### src/serial_pkg.sv
package serial_pkg;

   // register offsets (chosen; 8-bit data on a plain port)
   localparam logic [2:0] ADDR_SERIAL_DATA    = 3'h0;
   localparam logic [2:0] ADDR_BAUD_DIVISOR   = 3'h1;
   localparam logic [2:0] ADDR_CONTROL_ONE    = 3'h2;
   localparam logic [2:0] ADDR_CONTROL_TWO    = 3'h3;
   localparam logic [2:0] ADDR_SERIAL_STATUS  = 3'h4;

   // serial_control_one fields
   localparam int C1_MASTER_EN   = 7;
   localparam int C1_WORD_LEN    = 6;
   localparam int C1_PARITY_EN   = 5;
   localparam int C1_PARITY_ODD  = 4;
   localparam int C1_STOP_TWO    = 3;
   localparam int C1_BREAK       = 2;
   localparam int C1_RX_NINTH    = 1;
   localparam int C1_TX_NINTH    = 0;
   // serial_control_two fields
   localparam int C2_TX_EN       = 7;
   localparam int C2_RX_EN       = 6;
   localparam int C2_SPEED       = 5;
   // serial_status fields
   localparam int ST_PARITY_ERR  = 7;
   localparam int ST_NOISE       = 6;
   localparam int ST_FRAMING_ERR = 5;
   localparam int ST_OVERRUN     = 4;
   localparam int ST_TX_IDLE     = 3;
   localparam int ST_RX_IDLE     = 2;
   localparam int ST_RX_AVAIL    = 1;
   localparam int ST_TX_EMPTY    = 0;

   localparam logic [7:0] CONTROL_ONE_RESET = 8'h00;
   localparam logic [7:0] CONTROL_TWO_RESET = 8'h00;
   localparam logic [7:0] BAUD_DIV_RESET    = 8'h00;
   localparam logic [7:0] DATA_RESET        = 8'h00;

   // prescale per divisor step
   localparam logic [6:0] PRESCALE_LOW  = 7'h40;
   localparam logic [6:0] PRESCALE_HIGH = 7'h10;
   // least break length in bit times
   localparam logic [4:0] BREAK_BITS    = 5'h0D;

   typedef struct packed {
      logic [2:0] addr;
      logic [7:0] wdata;
      logic       wr;
      logic       rd;
   } bus_req_t;

   typedef struct packed {
      logic out;
      logic oe;
   } pin_drive_t;

   typedef enum logic [4:0] {
      TX_IDLE  = 5'b00001,
      TX_START = 5'b00010,
      TX_DATA  = 5'b00100,
      TX_STOP  = 5'b01000,
      TX_BREAK = 5'b10000
   } tx_state_t;

endpackage

### src/uart_baud_format_transmitter.sv
// Notes on behaviour
// - one 8-bit data register; write feeds transmitter, read returns received data.
// - baud ticks come from a free-running 8-bit timer set by divisor and speed.
// - bit rate is clock/(64(N+1)) at low speed, clock/(16(N+1)) at high.
// - frame is start bit, eight or nine data bits, then stop bits.
// - reset format is eight data bits, no parity, one stop bit.
// - data bits shift least significant bit first.
// - transmitter and receiver share one format and one baud rate.
// - parity even, odd or none; it replaces the last data position.
// - address flag sits in the last data position of the character.
// - transmitter sends one or two stop bits; receiver checks only one.
// - with all enables set pins are serial; idle output rests high.
// - clearing master enable floats both pins and empties the buffers.
// - disable clears enables, break and rx flags; sets idle and empty flags.
// - master disable aborts at once; re-enable keeps the old configuration.
// - ninth bit comes from the ninth-bit field in 9-bit mode.
// - shift register reloads only after stop bits, then at once from holding.
// - shift register is internal, not reachable by software.
// - send only when enabled, data held and baud running; late enable also starts.
// - write with shift register empty moves data straight to shifter.
// - clearing transmit enable stops at once, resets transmitter, floats output.
// - holding writes blocked while empty flag is 0; status read then write clears.
// - break holds output low at least 13 bit times and until request clears.
`timescale 1ns/1ps
module uart_baud_format_transmitter #(
   parameter int DATA_W = 8
) (
   // clock and reset
   input  wire logic                 clk_sys,
   input  wire logic                 rst,
   input  wire logic                 clk_en,
   // register port
   input  wire serial_pkg::bus_req_t bus_req,
   output logic [DATA_W-1:0]         rdata,
   // serial lines
   output serial_pkg::pin_drive_t    tx_pin,
   input  wire logic                 rx_in,
   output logic                      rx_pin_active,
   // received character from receiver path
   input  wire logic                 rx_char_valid,
   input  wire logic [8:0]           rx_char
);

   if (DATA_W != 8) begin
      $error("DATA_W must be 8");
   end

   logic [7:0]  control_one_reg;
   logic [7:0]  control_two_reg;
   logic [7:0]  baud_divisor_reg;
   logic [7:0]  rx_data_reg;
   logic [7:0]  tx_holding_reg;
   logic        holding_full_reg;
   logic        tx_empty_reg;
   logic        tx_idle_reg;
   logic        rx_avail_reg;
   logic        overrun_reg;
   logic        status_seen_reg;
   logic [7:0]  baud_cnt_reg;
   logic [6:0]  pre_cnt_reg;
   logic [10:0] tx_shift_reg;
   logic [3:0]  bit_cnt_reg;
   logic [4:0]  brk_cnt_reg;
   logic        tx_ninth_shadow_reg;
   serial_pkg::tx_state_t state_reg;
   serial_pkg::tx_state_t state_next;

   wire master_en = control_one_reg[serial_pkg::C1_MASTER_EN];
   wire tx_en     = master_en & control_two_reg[serial_pkg::C2_TX_EN];
   wire rx_en     = master_en & control_two_reg[serial_pkg::C2_RX_EN];
   wire nine_bit  = control_one_reg[serial_pkg::C1_WORD_LEN];
   wire par_en    = control_one_reg[serial_pkg::C1_PARITY_EN];
   wire par_odd   = control_one_reg[serial_pkg::C1_PARITY_ODD];
   wire stop_two  = control_one_reg[serial_pkg::C1_STOP_TWO];
   wire brk_req   = control_one_reg[serial_pkg::C1_BREAK];
   wire ninth_in  = control_one_reg[serial_pkg::C1_TX_NINTH];

   wire wr_data   = bus_req.wr & (bus_req.addr == serial_pkg::ADDR_SERIAL_DATA);
   wire wr_c1     = bus_req.wr & (bus_req.addr == serial_pkg::ADDR_CONTROL_ONE);
   wire wr_c2     = bus_req.wr & (bus_req.addr == serial_pkg::ADDR_CONTROL_TWO);
   wire wr_baud   = bus_req.wr & (bus_req.addr == serial_pkg::ADDR_BAUD_DIVISOR);
   wire rd_status = bus_req.rd & (bus_req.addr == serial_pkg::ADDR_SERIAL_STATUS);
   wire rd_data   = bus_req.rd & (bus_req.addr == serial_pkg::ADDR_SERIAL_DATA);
   // writes accepted only while the empty flag is set
   // holding register may be loaded before the transmitter is enabled
   wire hold_wr   = wr_data & tx_empty_reg & master_en;
   // clearing the transmit enable resets the buffer once
   wire tx_drop   = tx_en & wr_c2 & ~bus_req.wdata[serial_pkg::C2_TX_EN];

   // baud timer and prescaler
   wire [6:0] prescale = control_two_reg[serial_pkg::C2_SPEED] ?
                         serial_pkg::PRESCALE_HIGH : serial_pkg::PRESCALE_LOW;
   wire baud_step = (baud_cnt_reg == 8'h00);
   wire bit_tick  = baud_step & (pre_cnt_reg >= prescale - 7'h01);

   // parity over the data bits actually sent
   function automatic logic calc_parity(input logic [8:0] d, input logic nine, input logic odd);
      logic p;
      p = nine ? ^d[7:0] : ^d[6:0];
      return p ^ odd;
   endfunction

   wire [8:0] hold_word = {ninth_in, tx_holding_reg};
   wire       par_bit   = calc_parity(hold_word, nine_bit, par_odd);
   // last data position replaced by parity when enabled
   wire [8:0] frame_data = !par_en ? hold_word :
                           nine_bit ? {par_bit, hold_word[7:0]} :
                                      {1'b0, par_bit, hold_word[6:0]};
   wire [3:0] data_bits = nine_bit ? 4'h9 : 4'h8;
   wire [3:0] stop_bits = stop_two ? 4'h2 : 4'h1;
   // buffered data goes out before a break
   wire load_now  = holding_full_reg & tx_en;
   wire start_brk = brk_req;

   always_comb begin
      state_next = state_reg;
      case (state_reg)
         serial_pkg::TX_IDLE: begin
            if (load_now) begin
               state_next = serial_pkg::TX_START;
            end else if (start_brk) begin
               state_next = serial_pkg::TX_BREAK;
            end
         end
         serial_pkg::TX_START: begin
            if (bit_tick) begin
               state_next = serial_pkg::TX_DATA;
            end
         end
         serial_pkg::TX_DATA: begin
            // start bit is the first bit of this state
            if (bit_tick && bit_cnt_reg == data_bits) begin
               state_next = serial_pkg::TX_STOP;
            end
         end
         serial_pkg::TX_STOP: begin
            if (bit_tick && bit_cnt_reg == stop_bits - 4'h1) begin
               state_next = serial_pkg::TX_IDLE;
            end
         end
         serial_pkg::TX_BREAK: begin
            if (bit_tick && brk_cnt_reg >= serial_pkg::BREAK_BITS && !brk_req) begin
               state_next = serial_pkg::TX_STOP;
            end
         end
         default: state_next = serial_pkg::TX_IDLE;
      endcase
   end

   wire frame_done = (state_reg == serial_pkg::TX_STOP) & (state_next == serial_pkg::TX_IDLE);
   wire take_hold  = (state_reg == serial_pkg::TX_IDLE) & load_now;

   // control registers; disable clears enables and break, keeps the rest
   always_ff @(posedge clk_sys) begin
      if (rst) begin
         control_one_reg  <= serial_pkg::CONTROL_ONE_RESET;
         control_two_reg  <= serial_pkg::CONTROL_TWO_RESET;
         baud_divisor_reg <= serial_pkg::BAUD_DIV_RESET;
      end else if (clk_en) begin
         if (wr_c1) begin
            control_one_reg <= {bus_req.wdata[7:2], control_one_reg[1], bus_req.wdata[0]};
         end else if (!master_en) begin
            control_one_reg[serial_pkg::C1_BREAK] <= 1'b0;
         end
         if (rx_char_valid && rx_en) begin
            control_one_reg[serial_pkg::C1_RX_NINTH] <= rx_char[8];
         end
         if (wr_c2) begin
            control_two_reg <= bus_req.wdata;
         end else if (!master_en) begin
            control_two_reg[serial_pkg::C2_TX_EN] <= 1'b0;
            control_two_reg[serial_pkg::C2_RX_EN] <= 1'b0;
         end
         if (wr_baud) begin
            baud_divisor_reg <= bus_req.wdata;
         end
      end
   end

   // free running baud timer, reloads divisor at expiry
   always_ff @(posedge clk_sys) begin
      if (rst) begin
         baud_cnt_reg <= 8'h00;
         pre_cnt_reg  <= 7'h00;
      end else if (clk_en) begin
         baud_cnt_reg <= baud_step ? baud_divisor_reg : baud_cnt_reg - 8'h01;
         if (bit_tick) begin
            pre_cnt_reg <= 7'h00;
         end else if (baud_step) begin
            pre_cnt_reg <= pre_cnt_reg + 7'h01;
         end
      end
   end

   // holding register and flags
   always_ff @(posedge clk_sys) begin
      if (rst) begin
         tx_holding_reg   <= serial_pkg::DATA_RESET;
         holding_full_reg <= 1'b0;
         tx_empty_reg     <= 1'b1;
         tx_idle_reg      <= 1'b1;
         status_seen_reg  <= 1'b0;
      end else if (clk_en) begin
         if (!master_en || tx_drop) begin
            holding_full_reg <= 1'b0;
            tx_empty_reg     <= 1'b1;
            tx_idle_reg      <= 1'b1;
            status_seen_reg  <= 1'b0;
         end else begin
            if (rd_status) begin
               status_seen_reg <= 1'b1;
            end else if (hold_wr) begin
               status_seen_reg <= 1'b0;
            end
            if (hold_wr) begin
               tx_holding_reg   <= bus_req.wdata;
               holding_full_reg <= 1'b1;
            end else if (take_hold) begin
               holding_full_reg <= 1'b0;
            end
            // set wins over clear
            if (take_hold) begin
               tx_empty_reg <= 1'b1;
            end else if (hold_wr && status_seen_reg) begin
               tx_empty_reg <= 1'b0;
            end
            if (frame_done) begin
               tx_idle_reg <= 1'b1;
            end else if (hold_wr && status_seen_reg) begin
               tx_idle_reg <= 1'b0;
            end
         end
      end
   end

   // shifter and frame counters, internal only
   always_ff @(posedge clk_sys) begin
      if (rst) begin
         state_reg    <= serial_pkg::TX_IDLE;
         tx_shift_reg <= 11'h7FF;
         bit_cnt_reg  <= 4'h0;
         brk_cnt_reg  <= 5'h00;
      end else if (clk_en) begin
         if (!tx_en) begin
            state_reg    <= serial_pkg::TX_IDLE;
            tx_shift_reg <= 11'h7FF;
            bit_cnt_reg  <= 4'h0;
            brk_cnt_reg  <= 5'h00;
         end else begin
            state_reg <= state_next;
            if (take_hold) begin
               // line stays high until the next tick, so the start bit lasts a full bit
               tx_shift_reg <= {frame_data, 2'b01};
               bit_cnt_reg  <= 4'h0;
            end else if (state_reg == serial_pkg::TX_IDLE && start_brk) begin
               tx_shift_reg <= 11'h000;
               brk_cnt_reg  <= 5'h00;
            end else if (bit_tick) begin
               if (state_reg == serial_pkg::TX_BREAK) begin
                  if (brk_cnt_reg < serial_pkg::BREAK_BITS) begin
                     brk_cnt_reg <= brk_cnt_reg + 5'h01;
                  end
                  if (state_next == serial_pkg::TX_STOP) begin
                     tx_shift_reg <= 11'h7FF;
                     bit_cnt_reg  <= 4'h0;
                  end
               end else begin
                  tx_shift_reg <= {1'b1, tx_shift_reg[10:1]};
                  if (state_next != state_reg) begin
                     bit_cnt_reg <= 4'h0;
                  end else begin
                     bit_cnt_reg <= bit_cnt_reg + 4'h1;
                  end
                  if (state_next == serial_pkg::TX_STOP && state_reg == serial_pkg::TX_DATA) begin
                     tx_shift_reg <= 11'h7FF;
                  end
               end
            end
         end
      end
   end

   // receive side data register and flags, shared format and rate
   always_ff @(posedge clk_sys) begin
      if (rst) begin
         rx_data_reg  <= serial_pkg::DATA_RESET;
         rx_avail_reg <= 1'b0;
         overrun_reg  <= 1'b0;
      end else if (clk_en) begin
         if (!rx_en) begin
            rx_avail_reg <= 1'b0;
            overrun_reg  <= 1'b0;
         end else if (rx_char_valid) begin
            rx_data_reg  <= rx_char[7:0];
            rx_avail_reg <= 1'b1;
            overrun_reg  <= overrun_reg | rx_avail_reg;
         end else if (rd_data) begin
            rx_avail_reg <= 1'b0;
         end
      end
   end

   wire [7:0] status_word = {4'h0, tx_idle_reg, ~rx_en, rx_avail_reg, tx_empty_reg} |
                            ({7'h00, overrun_reg} << serial_pkg::ST_OVERRUN);
   wire [7:0] rd_mux =
      (bus_req.addr == serial_pkg::ADDR_SERIAL_DATA)   ? rx_data_reg :
      (bus_req.addr == serial_pkg::ADDR_BAUD_DIVISOR)  ? baud_divisor_reg :
      (bus_req.addr == serial_pkg::ADDR_CONTROL_ONE)   ? {control_one_reg[7:1], 1'b0} :
      (bus_req.addr == serial_pkg::ADDR_CONTROL_TWO)   ? control_two_reg :
      (bus_req.addr == serial_pkg::ADDR_SERIAL_STATUS) ? status_word : 8'h00;

   always_ff @(posedge clk_sys) begin
      if (rst) begin
         rdata <= 8'h00;
      end else if (clk_en) begin
         rdata <= bus_req.rd ? rd_mux : 8'h00;
      end
   end

   // pins float unless enabled; idle line is high
   assign tx_pin.out    = tx_en ? tx_shift_reg[0] : 1'b1;
   assign tx_pin.oe     = tx_en;
   assign rx_pin_active = rx_en;
endmodule

### config.mk
export PLATFORM = sky130hd
export DESIGN_NAME = uart_baud_format_transmitter
export DESIGN_NICKNAME = d
export VERILOG_FILES = /design/src/serial_pkg.sv /design/src/uart_baud_format_transmitter.sv
export SDC_FILE = /design/constraint.sdc
export NUM_CORES = 1
export LEC_CHECK = 0
export ABC_CLOCK_PERIOD_IN_PS = 6370
export BUFFER_PORTS_ARGS = -buffer_cell sky130_fd_sc_hd__buf_2
export CAP_MARGIN = 20
export CORE_MARGIN = 8
export CORE_UTILIZATION = 45
export DETAILED_ROUTE_END_ITERATION = 10
export PLACE_DENSITY_LB_ADDON = 0.08
export SLEW_MARGIN = 20
export SYNTH_ARGS = -nofsm -noshare
export SYNTH_HDL_FRONTEND = slang
export SYNTH_SLANG_ARGS = --single-unit
### constraint.sdc
create_clock -name clk_sys -period 6.37 [get_ports clk_sys]
set_clock_uncertainty 0.05 [all_clocks]
set_input_delay 1.274 -clock clk_sys [delete_from_list [all_inputs] [get_ports clk_sys]]
set_output_delay 1.274 -clock clk_sys [all_outputs]
set_load 0.1 [all_outputs]
==> results of run 1 <==
## per-stage QoR
stage               hold WS [ns]  std cells  util (%)  area [µm²]
finish                    0.4083        740     49.47        5269
global route              0.4301        740     49.47        5269
CTS                       0.4093        740     49.47        5269
detailed placement        0.3971        726     47.58        5067
global placement          0.3906        726     47.58        5067
floorplan                 0.3775        578         -        4831
## report_power, final
part           internal (mW)  switching [mW]  total, mW
Clock                  0.217           0.210      0.427
Sequential             0.613          0.0288      0.642
Combinational          0.100           0.180      0.281
Total                  0.931           0.419       1.35
## layout make-up
class                      instances  area (µm²)
clock buffer                      10       127.6
clock inverter                     4       73.82
fill                            1106        5381
inverter                          13       48.80
multi-input combinational        440        2759
sequential                        94        1882
tap                              140       175.2
timing repair buffer              39       202.7
## cells by family after synthesis
family	synth area share [%]
AND/OR/NAND/NOR	23.60
buffers and inverters	4.040
flip-flops	38.95
AO/OA/AOI/OAI	21.03
adder cells (fa/ha/maj)	1.813
XOR/XNOR	3.730
multiplexers	6.838
## worst max-delay path, stage by stage, from the launching register on
cell     delay (ns)
dfxtp_1        0.54
nand2_1        0.27
inv_2          0.23
buf_2          0.46
## synth_stat cells, types with 2 or more instances
| cell type | number | area [µm²] |
|---|---|---|
| a22oi_1 | 2 | 15.01 |
| or2_2 | 2 | 12.51 |
| nand2b_1 | 10 | 62.56 |
| or4_2 | 2 | 17.52 |
| o22ai_1 | 7 | 43.79 |
| o221ai_1 | 4 | 35.03 |
| a31oi_1 | 5 | 31.28 |
| a31o_2 | 2 | 17.52 |
| o2bb2ai_1 | 5 | 43.79 |
| o211a_1 | 2 | 20.02 |
| nand3_1 | 17 | 85.08 |
| o21ai_1 | 3 | 15.01 |
| or3_1 | 12 | 75.07 |
| mux2i_1 | 33 | 330.3 |
| buf_2 | 9 | 45.04 |
| xor2_1 | 9 | 78.83 |
| clkbuf_1 | 17 | 63.81 |
| xnor2_1 | 9 | 78.83 |
| a21oi_1 | 55 | 275.3 |
| a211oi_1 | 4 | 30.03 |
| nor3_2 | 3 | 30.03 |
| nor2_1 | 74 | 277.8 |
| o21a_1 | 3 | 22.52 |
| nor2b_1 | 2 | 12.51 |
| ha_1 | 7 | 87.58 |
| and3_1 | 3 | 18.77 |
| o31ai_1 | 3 | 22.52 |
| nand4_1 | 6 | 37.54 |
| a41oi_1 | 3 | 26.28 |
| nor3_1 | 11 | 55.05 |
| nand2_1 | 74 | 277.8 |
| inv_1 | 12 | 45.04 |
| or3b_1 | 2 | 17.52 |
| o21ai_0 | 16 | 80.08 |
| o211ai_1 | 13 | 97.59 |
| a21oi_2 | 6 | 52.55 |
| dfxtp_1 | 94 | 1882 |
| buf_4 | 3 | 22.52 |
| or4_1 | 2 | 15.01 |
| o21bai_1 | 2 | 15.01 |
| o2111ai_1 | 2 | 17.52 |
## cells in the final DEF, fill, tap and decap left out, drive strengths merged, types with 4 or more instances in the layout
cell,instances
a211oi,4
a21oi,62
a31oi,5
buf,39
clkbuf,10
dfxtp,94
ha,7
inv,13
mux2i,33
nand2,76
nand2b,10
nand3,19
nand4,6
nor2,75
nor3,14
o211ai,14
o21a,4
o21ai,20
o221ai,4
o22ai,7
o2bb2ai,5
o31ai,4
or3,12
or4,4
xnor2,9
xor2,9
## how the worst min path moves through the flow
stage                             from            endpoint  slack [ns]  cells past startpoint
finish                  rx_data_reg[2]      rx_data_reg[2]        0.41                      2
global route            rx_data_reg[2]      rx_data_reg[2]        0.43                      2
CTS                 control_two_reg[3]  control_two_reg[3]        0.41                      2
detailed placement  control_two_reg[3]  control_two_reg[3]        0.40                      2
global placement    control_two_reg[3]  control_two_reg[3]        0.39                      2
floorplan              tx_shift_reg[0]     tx_shift_reg[0]        0.38                      2
## routing by layer
layer	up-vias	part of all wire [%]	track usage, %
met5	-	0	0
met4	0	2.3	7.728
met3	23	3.9	3.147
met2	115	46	28.26
met1	1987	48	23.28
li1	2106	-	-
==> metrics.md, run 1 <==
| Metric | Value |
|---|---|
| Status | `completed` |
| # nets final | `631` |
| Fmax achieved | `313.0 MHz` |
| R2R setup slack | `3.51 ns` |
| Final setup vio count | `0` |
| Post-synth top flop | `dfxtp_1` |
| Detailed-route DRC error count | `0` |
| Final ANT Viol Nets | `0` |
| Syn nets | `612` |
| Fin crit share | `50.16%` |
| Initial Util | `45.36%` |
| Max reg flops | `11` |
| Max Cap Viol | `0` |
| Reg clk slew, reported paths | `0.09 ns` |
| RSZ-0062 raised after global routing | `no` |
| Post-synth ARST share | `0%` |
| Drt pass-1 iters | `5` |
| Crit Path Class | `flop to output port` |
| #FFs+latches synth | `94` |
| Max clock buf depth | `2` |
| Die Height | `119.6 µm` |
| Slew Viols, Final | `0` |
| Leak | `1.913 nW` |
| Io pins | `38` |
| Hold_buf cts | `0` |
| Via density | `5.718` |
| Peak VDD IR | `144.7 µV` |
| Number of diodes | `0` |
| Worst r2r dst | `tx_shift_reg[4]` |
| Wire per inst | `16.94 µm` |
| Synthesis Warnings | `0` |
| Synthesized area | `4831 µm²` |
| Power Total | `1.350 mW` |
| Detailed Route WL | `12530 µm` |
| Grt ovf | `0` |
| Via count | `4231` |
| Worst path arrival time | `1.87 ns` |
| GRT Total Usage | `17.81%` |
| Largest net degree at the start of global routing | `79` |
| Share of layout cells above drive strength 1 | `14.00%` |
| Sequential-to-total area share from yosys stat | `38.95%` |
| R2r startpoint | `state_reg[4]` |
| Die Span X | `119.6 µm` |
| Vias in the first global route | `4089` |
| Placeable Area | `10650 µm²` |
| RD Place Congestion | `0.9056` |
| Worst R2R Path Depth | `7` |
| Syn avg cell area | `8.358 µm²` |
| Initial detailed-routing violation count | `283` |
| Slack of the critical path | `3.175 ns` |
| Post-CTS resize count | `0` |
| Port Buf Inserts | `36` |
| Worst-path fanout max | `9` |
| Placement Setup Slack | `2.812 ns` |
| Worst-Margin Slew | `1.048 ns` |
| Hold WC Path Type | `flop to flop` |
| CTS H-tree lvls | `3` |
| Min cycle time layout | `3.195 ns` |
| Max-slew headroom | `29.76%` |
| Layout area overhead | `9.065%` |
| CTS tree | `done` |
| TritonCTS Buffers | `9` |
| Cell row count | `38` |
| Initial antenna violation count | `0` |
| Setup repair bufs after CTS | `0` |
| Critical Path Start | `control_one_reg[7]` |
| Startpoint Class | `flop` |
| CP Capture Type | `output port` |
| Cells after Synth | `578` |
| Post-synth EDFFs | `0` |
| Post-synth cell types | `69` |
| Final hold violations | `0` |
| Power per cell area | `256.2 nW/µm²` |
| Setup TNS | `0 ns` |
| Worst EP required | `5.05 ns` |
| Worst skew pair latency | `0.37 ns` |
| Die footprint | `14310 µm²` |
| Worst Setup EP | `tx_pin[0]` |
| Detailed Place HPWL | `9019 µm` |
| Total clock sinks | `94` |
| Root Driver | `clkbuf_8` |
| First-pass GRT wire length | `20770 µm` |
Note: power is estimated with default switching activity, not from simulation.
==> run 2, diff against run 1 <==
ABC_CLOCK_PERIOD_IN_PS = 2800   (was 6370)
clock period = 2.8 ns   (was 6.37 ns; I/O delays follow)
==> run 2 against run 1 <==
Against the previous run:
- clock power grew 93%
- critical path type is now flop to flop
- sequential share of layout area fell by 0.44 points
- first-iteration DRC count down 3.9%
- largest power group unchanged
- final cell count is 2.0% higher
- setup slack got worse by 2.9 ns
- critical endpoint is now tx_shift_reg[8]
==> metrics.md, run 2 (synthesis results as in run 1) <==
| Metric | Value |
|---|---|
| Final hold violations | `0 (unchanged)` |
| RD Place Congestion | `0.9045 (was 0.9056)` |
| WHS Endpoint | `rx_data_reg[7] (was rx_data_reg[2])` |
| First-pass GRT wire length | `20700 µm (was 20770 µm)` |
| Vias in the first global route | `4186 (was 4089)` |
| Via density | `5.589 (was 5.718)` |
| CP peak stage delay | `0.55 ns (was 0.54 ns)` |
| Slowest cell on crit path | `or4b_4 (was dfxtp_1)` |
| Final ANT Viol Nets | `0 (unchanged)` |
| M1 wire length | `6055 µm (was 5999 µm)` |
| Status | `completed (unchanged)` |
| Die Height | `119.6 µm (unchanged)` |
| CP delay by family, top | `simple AND/OR/NAND/NOR gates (was buffers and inverters)` |
| Grt ovf | `0 (unchanged)` |
| Placed cell count | `738 (was 726)` |
| Die Span X | `119.6 µm (unchanged)` |
| Most frequent cells in the layout | `94 x dfxtp_1, 74 x nand2_1, 74 x nor2_1 (unchanged)` |
| Number of diodes | `0 (unchanged)` |
| Max clock buf depth | `2 (unchanged)` |
| WP depth | `9 (was 3)` |
| Initial detailed-routing violation count | `272 (was 283)` |
| CTS H-tree lvls | `3 (unchanged)` |
| Cell row count | `38 (unchanged)` |
| Wire per inst | `16.69 µm (was 16.94 µm)` |
| Routed wl met3 | `484 µm (was 486 µm)` |
| Power per cell area | `552.1 nW/µm² (was 256.2 nW/µm²)` |
| Worst-path cell chain | `inv_1 -> ha_1 -> or4b_4 -> nor2_8 -> nand2_4 -> o31ai_4 -> or3_1 -> o211ai_1 -> a21oi_2 (was nand2_1 -> inv_2 -> buf_2)` |
| Hold WC Path Type | `primary input to flop (was flop to flop)` |
| DP Area | `5157 µm² (was 5067 µm²)` |
| TritonCTS Buffers | `9 (unchanged)` |
| Initial antenna violation count | `0 (unchanged)` |
| Placeable Area | `10650 µm² (unchanged)` |
| GRT Total Usage | `17.71% (was 17.81%)` |
| Final setup vio count | `0 (unchanged)` |
| Fin crit share | `88.93%` |
| Hold_buf cts | `0 (unchanged)` |
| Placement Setup Slack | `0.2403 ns (was 2.812 ns)` |
| Largest net degree at the start of global routing | `68 (was 79)` |
| Worst Hold Launch | `rx_char[7] (was rx_data_reg[2])` |
| Min cycle time layout | `2.490 ns` |
| Layout Cells excl Fill | `755 (was 740)` |
| Layout area overhead | `10.41% (was 9.065%)` |
| Max Cap Viol | `0 (unchanged)` |
| Detailed Place HPWL | `9191 µm (was 9019 µm)` |
| Worst EP required | `3.05 ns (was 5.05 ns)` |
| Max-slew headroom | `51.74% (was 29.76%)` |
| Worst-path fanout max | `13 (was 9)` |
| Buf+Inv Stages, Crit Path | `1 (was 2)` |
| Worst path arrival time | `2.74 ns (was 1.87 ns)` |
| R2r startpoint | `baud_cnt_reg[0] (was state_reg[4])` |
| Startpoint Class | `flop (unchanged)` |
| Leak | `1.959 nW (was 1.913 nW)` |
| Worst r2r dst | `tx_shift_reg[8] (was tx_shift_reg[4])` |
| R2R setup slack | `0.31 ns (was 3.51 ns)` |
| RSZ-0062 raised after global routing | `no (unchanged)` |
| # nets final | `644 (was 631)` |
| Die footprint | `14310 µm² (unchanged)` |
| Share of layout cells above drive strength 1 | `16.10% (was 14.00%)` |
| Max reg flops | `11 (unchanged)` |
| Detailed Route WL | `12600 µm (was 12530 µm)` |
| Fmax achieved | `401.6 MHz` |
| Worst R2R Path Depth | `9 (was 7)` |
| Drt pass-1 iters | `4 (was 5)` |
| Detailed-route DRC error count | `0 (unchanged)` |
| Crit Path Class | `flop to flop (was flop to output port)` |
| Initial Util | `45.36% (unchanged)` |
| Via count | `4220 (was 4231)` |
| Total clock sinks | `94 (unchanged)` |
| Uppermost layer routed | `met4 (unchanged)` |
| Reg clk slew, reported paths | `0.10 ns (was 0.09 ns)` |
| Port Buf Inserts | `36 (unchanged)` |
| Root Driver | `clkbuf_8 (unchanged)` |
| Slew Viols, Final | `0 (unchanged)` |
| Io pins | `38 (unchanged)` |
| Peak VDD IR | `318.7 µV (was 144.7 µV)` |
| Worst-Margin Slew | `0.7238 ns (was 1.048 ns)` |
| Worst Hold Depth | `3 (was 2)` |
| CP Capture Type | `flop (was output port)` |
| Setup TNS | `0 ns (unchanged)` |
| Worst skew pair latency | `0.36 ns (was 0.37 ns)` |
| Slack of the critical path | `0.3099 ns (was 3.175 ns)` |
| Met2 wire length | `5801 µm (was 5764 µm)` |
| Final instance area | `5334 µm² (was 5269 µm²)` |
| CTS tree | `done (unchanged)` |
| Final Hold Slack | `0.3680 ns (was 0.4083 ns)` |
| Commonest non-fill, non-tap cell in the layout | `dfxtp_1 (unchanged)` |
## run 2: changes by cell type in the layout (fill, tap and decap cells not counted), sizes merged
cell and change:
buf +13, bufinv -2, clkinvlp +2, clkbuf +1, inv +1
## run 2: how the worst max path moves through the flow
stage | start | end
after detailed placement | control_two_reg[5] | bit_cnt_reg[2]
after floorplan | control_two_reg[5] | bit_cnt_reg[3]
after global placement | control_two_reg[5] | bit_cnt_reg[3]
after global routing | control_two_reg[5] | bit_cnt_reg[2]
after CTS | control_two_reg[5] | bit_cnt_reg[2]
final | baud_cnt_reg[0] | tx_shift_reg[8]
## run 2: through the flow
| step | utilization [%] | total power [mW] |
|---|---|---|
| 2_1_floorplan | - | 2.029 |
| 3_3_place_gp | 48.43 | 2.145 |
| 3_5_place_dp | 48.43 | 2.153 |
| 4_1_cts | 49.98 | 2.976 |
| 5_1_grt | 50.08 | 3.108 |
| 6_report | 50.08 | 2.945 |
## run 2: report_power, final
group / switching (mW) / internal, mW / leakage, nW
logic: 0.410 / 0.247 / 1.12
clock network: 0.500 / 0.325 / 0.0797
registers: 0.0669 / 1.40 / 0.760
## run 2: final cells by class
type,instances,area (µm²)
clock inverter,5,33.78
multi-input combinational,440,2763
inverter,13,48.80
clock buffer,11,131.4
fill,1085,5316
tap,140,175.2
timing repair buffer,52,300.3
sequential,94,1882
## run 2: routing by layer
layer | vias to the layer above | global-route usage [%]
met1 | 1982 | 22.89
met5 | - | 0
met3 | 20 | 3.852
li1 | 2133 | -
met4 | 0 | 6.870
met2 | 85 | 28.29
## run 2: timing repair
item | 4_1_cts | 5_1_grt
resized for setup | 0 | 1
buffers inserted | 0 | 1
setup endpoints to repair | 0 | 4
## run 2: worst register-to-register path, cell delays in order, from the launching register on
cell and delay [ns]:
dfxtp_1 0.36, inv_1 0.07, ha_1 0.17, or4b_4 0.55
nor2_8 0.25, nand2_4 0.12, o31ai_4 0.44, or3_1 0.18
o211ai_1 0.10, a21oi_2 0.15
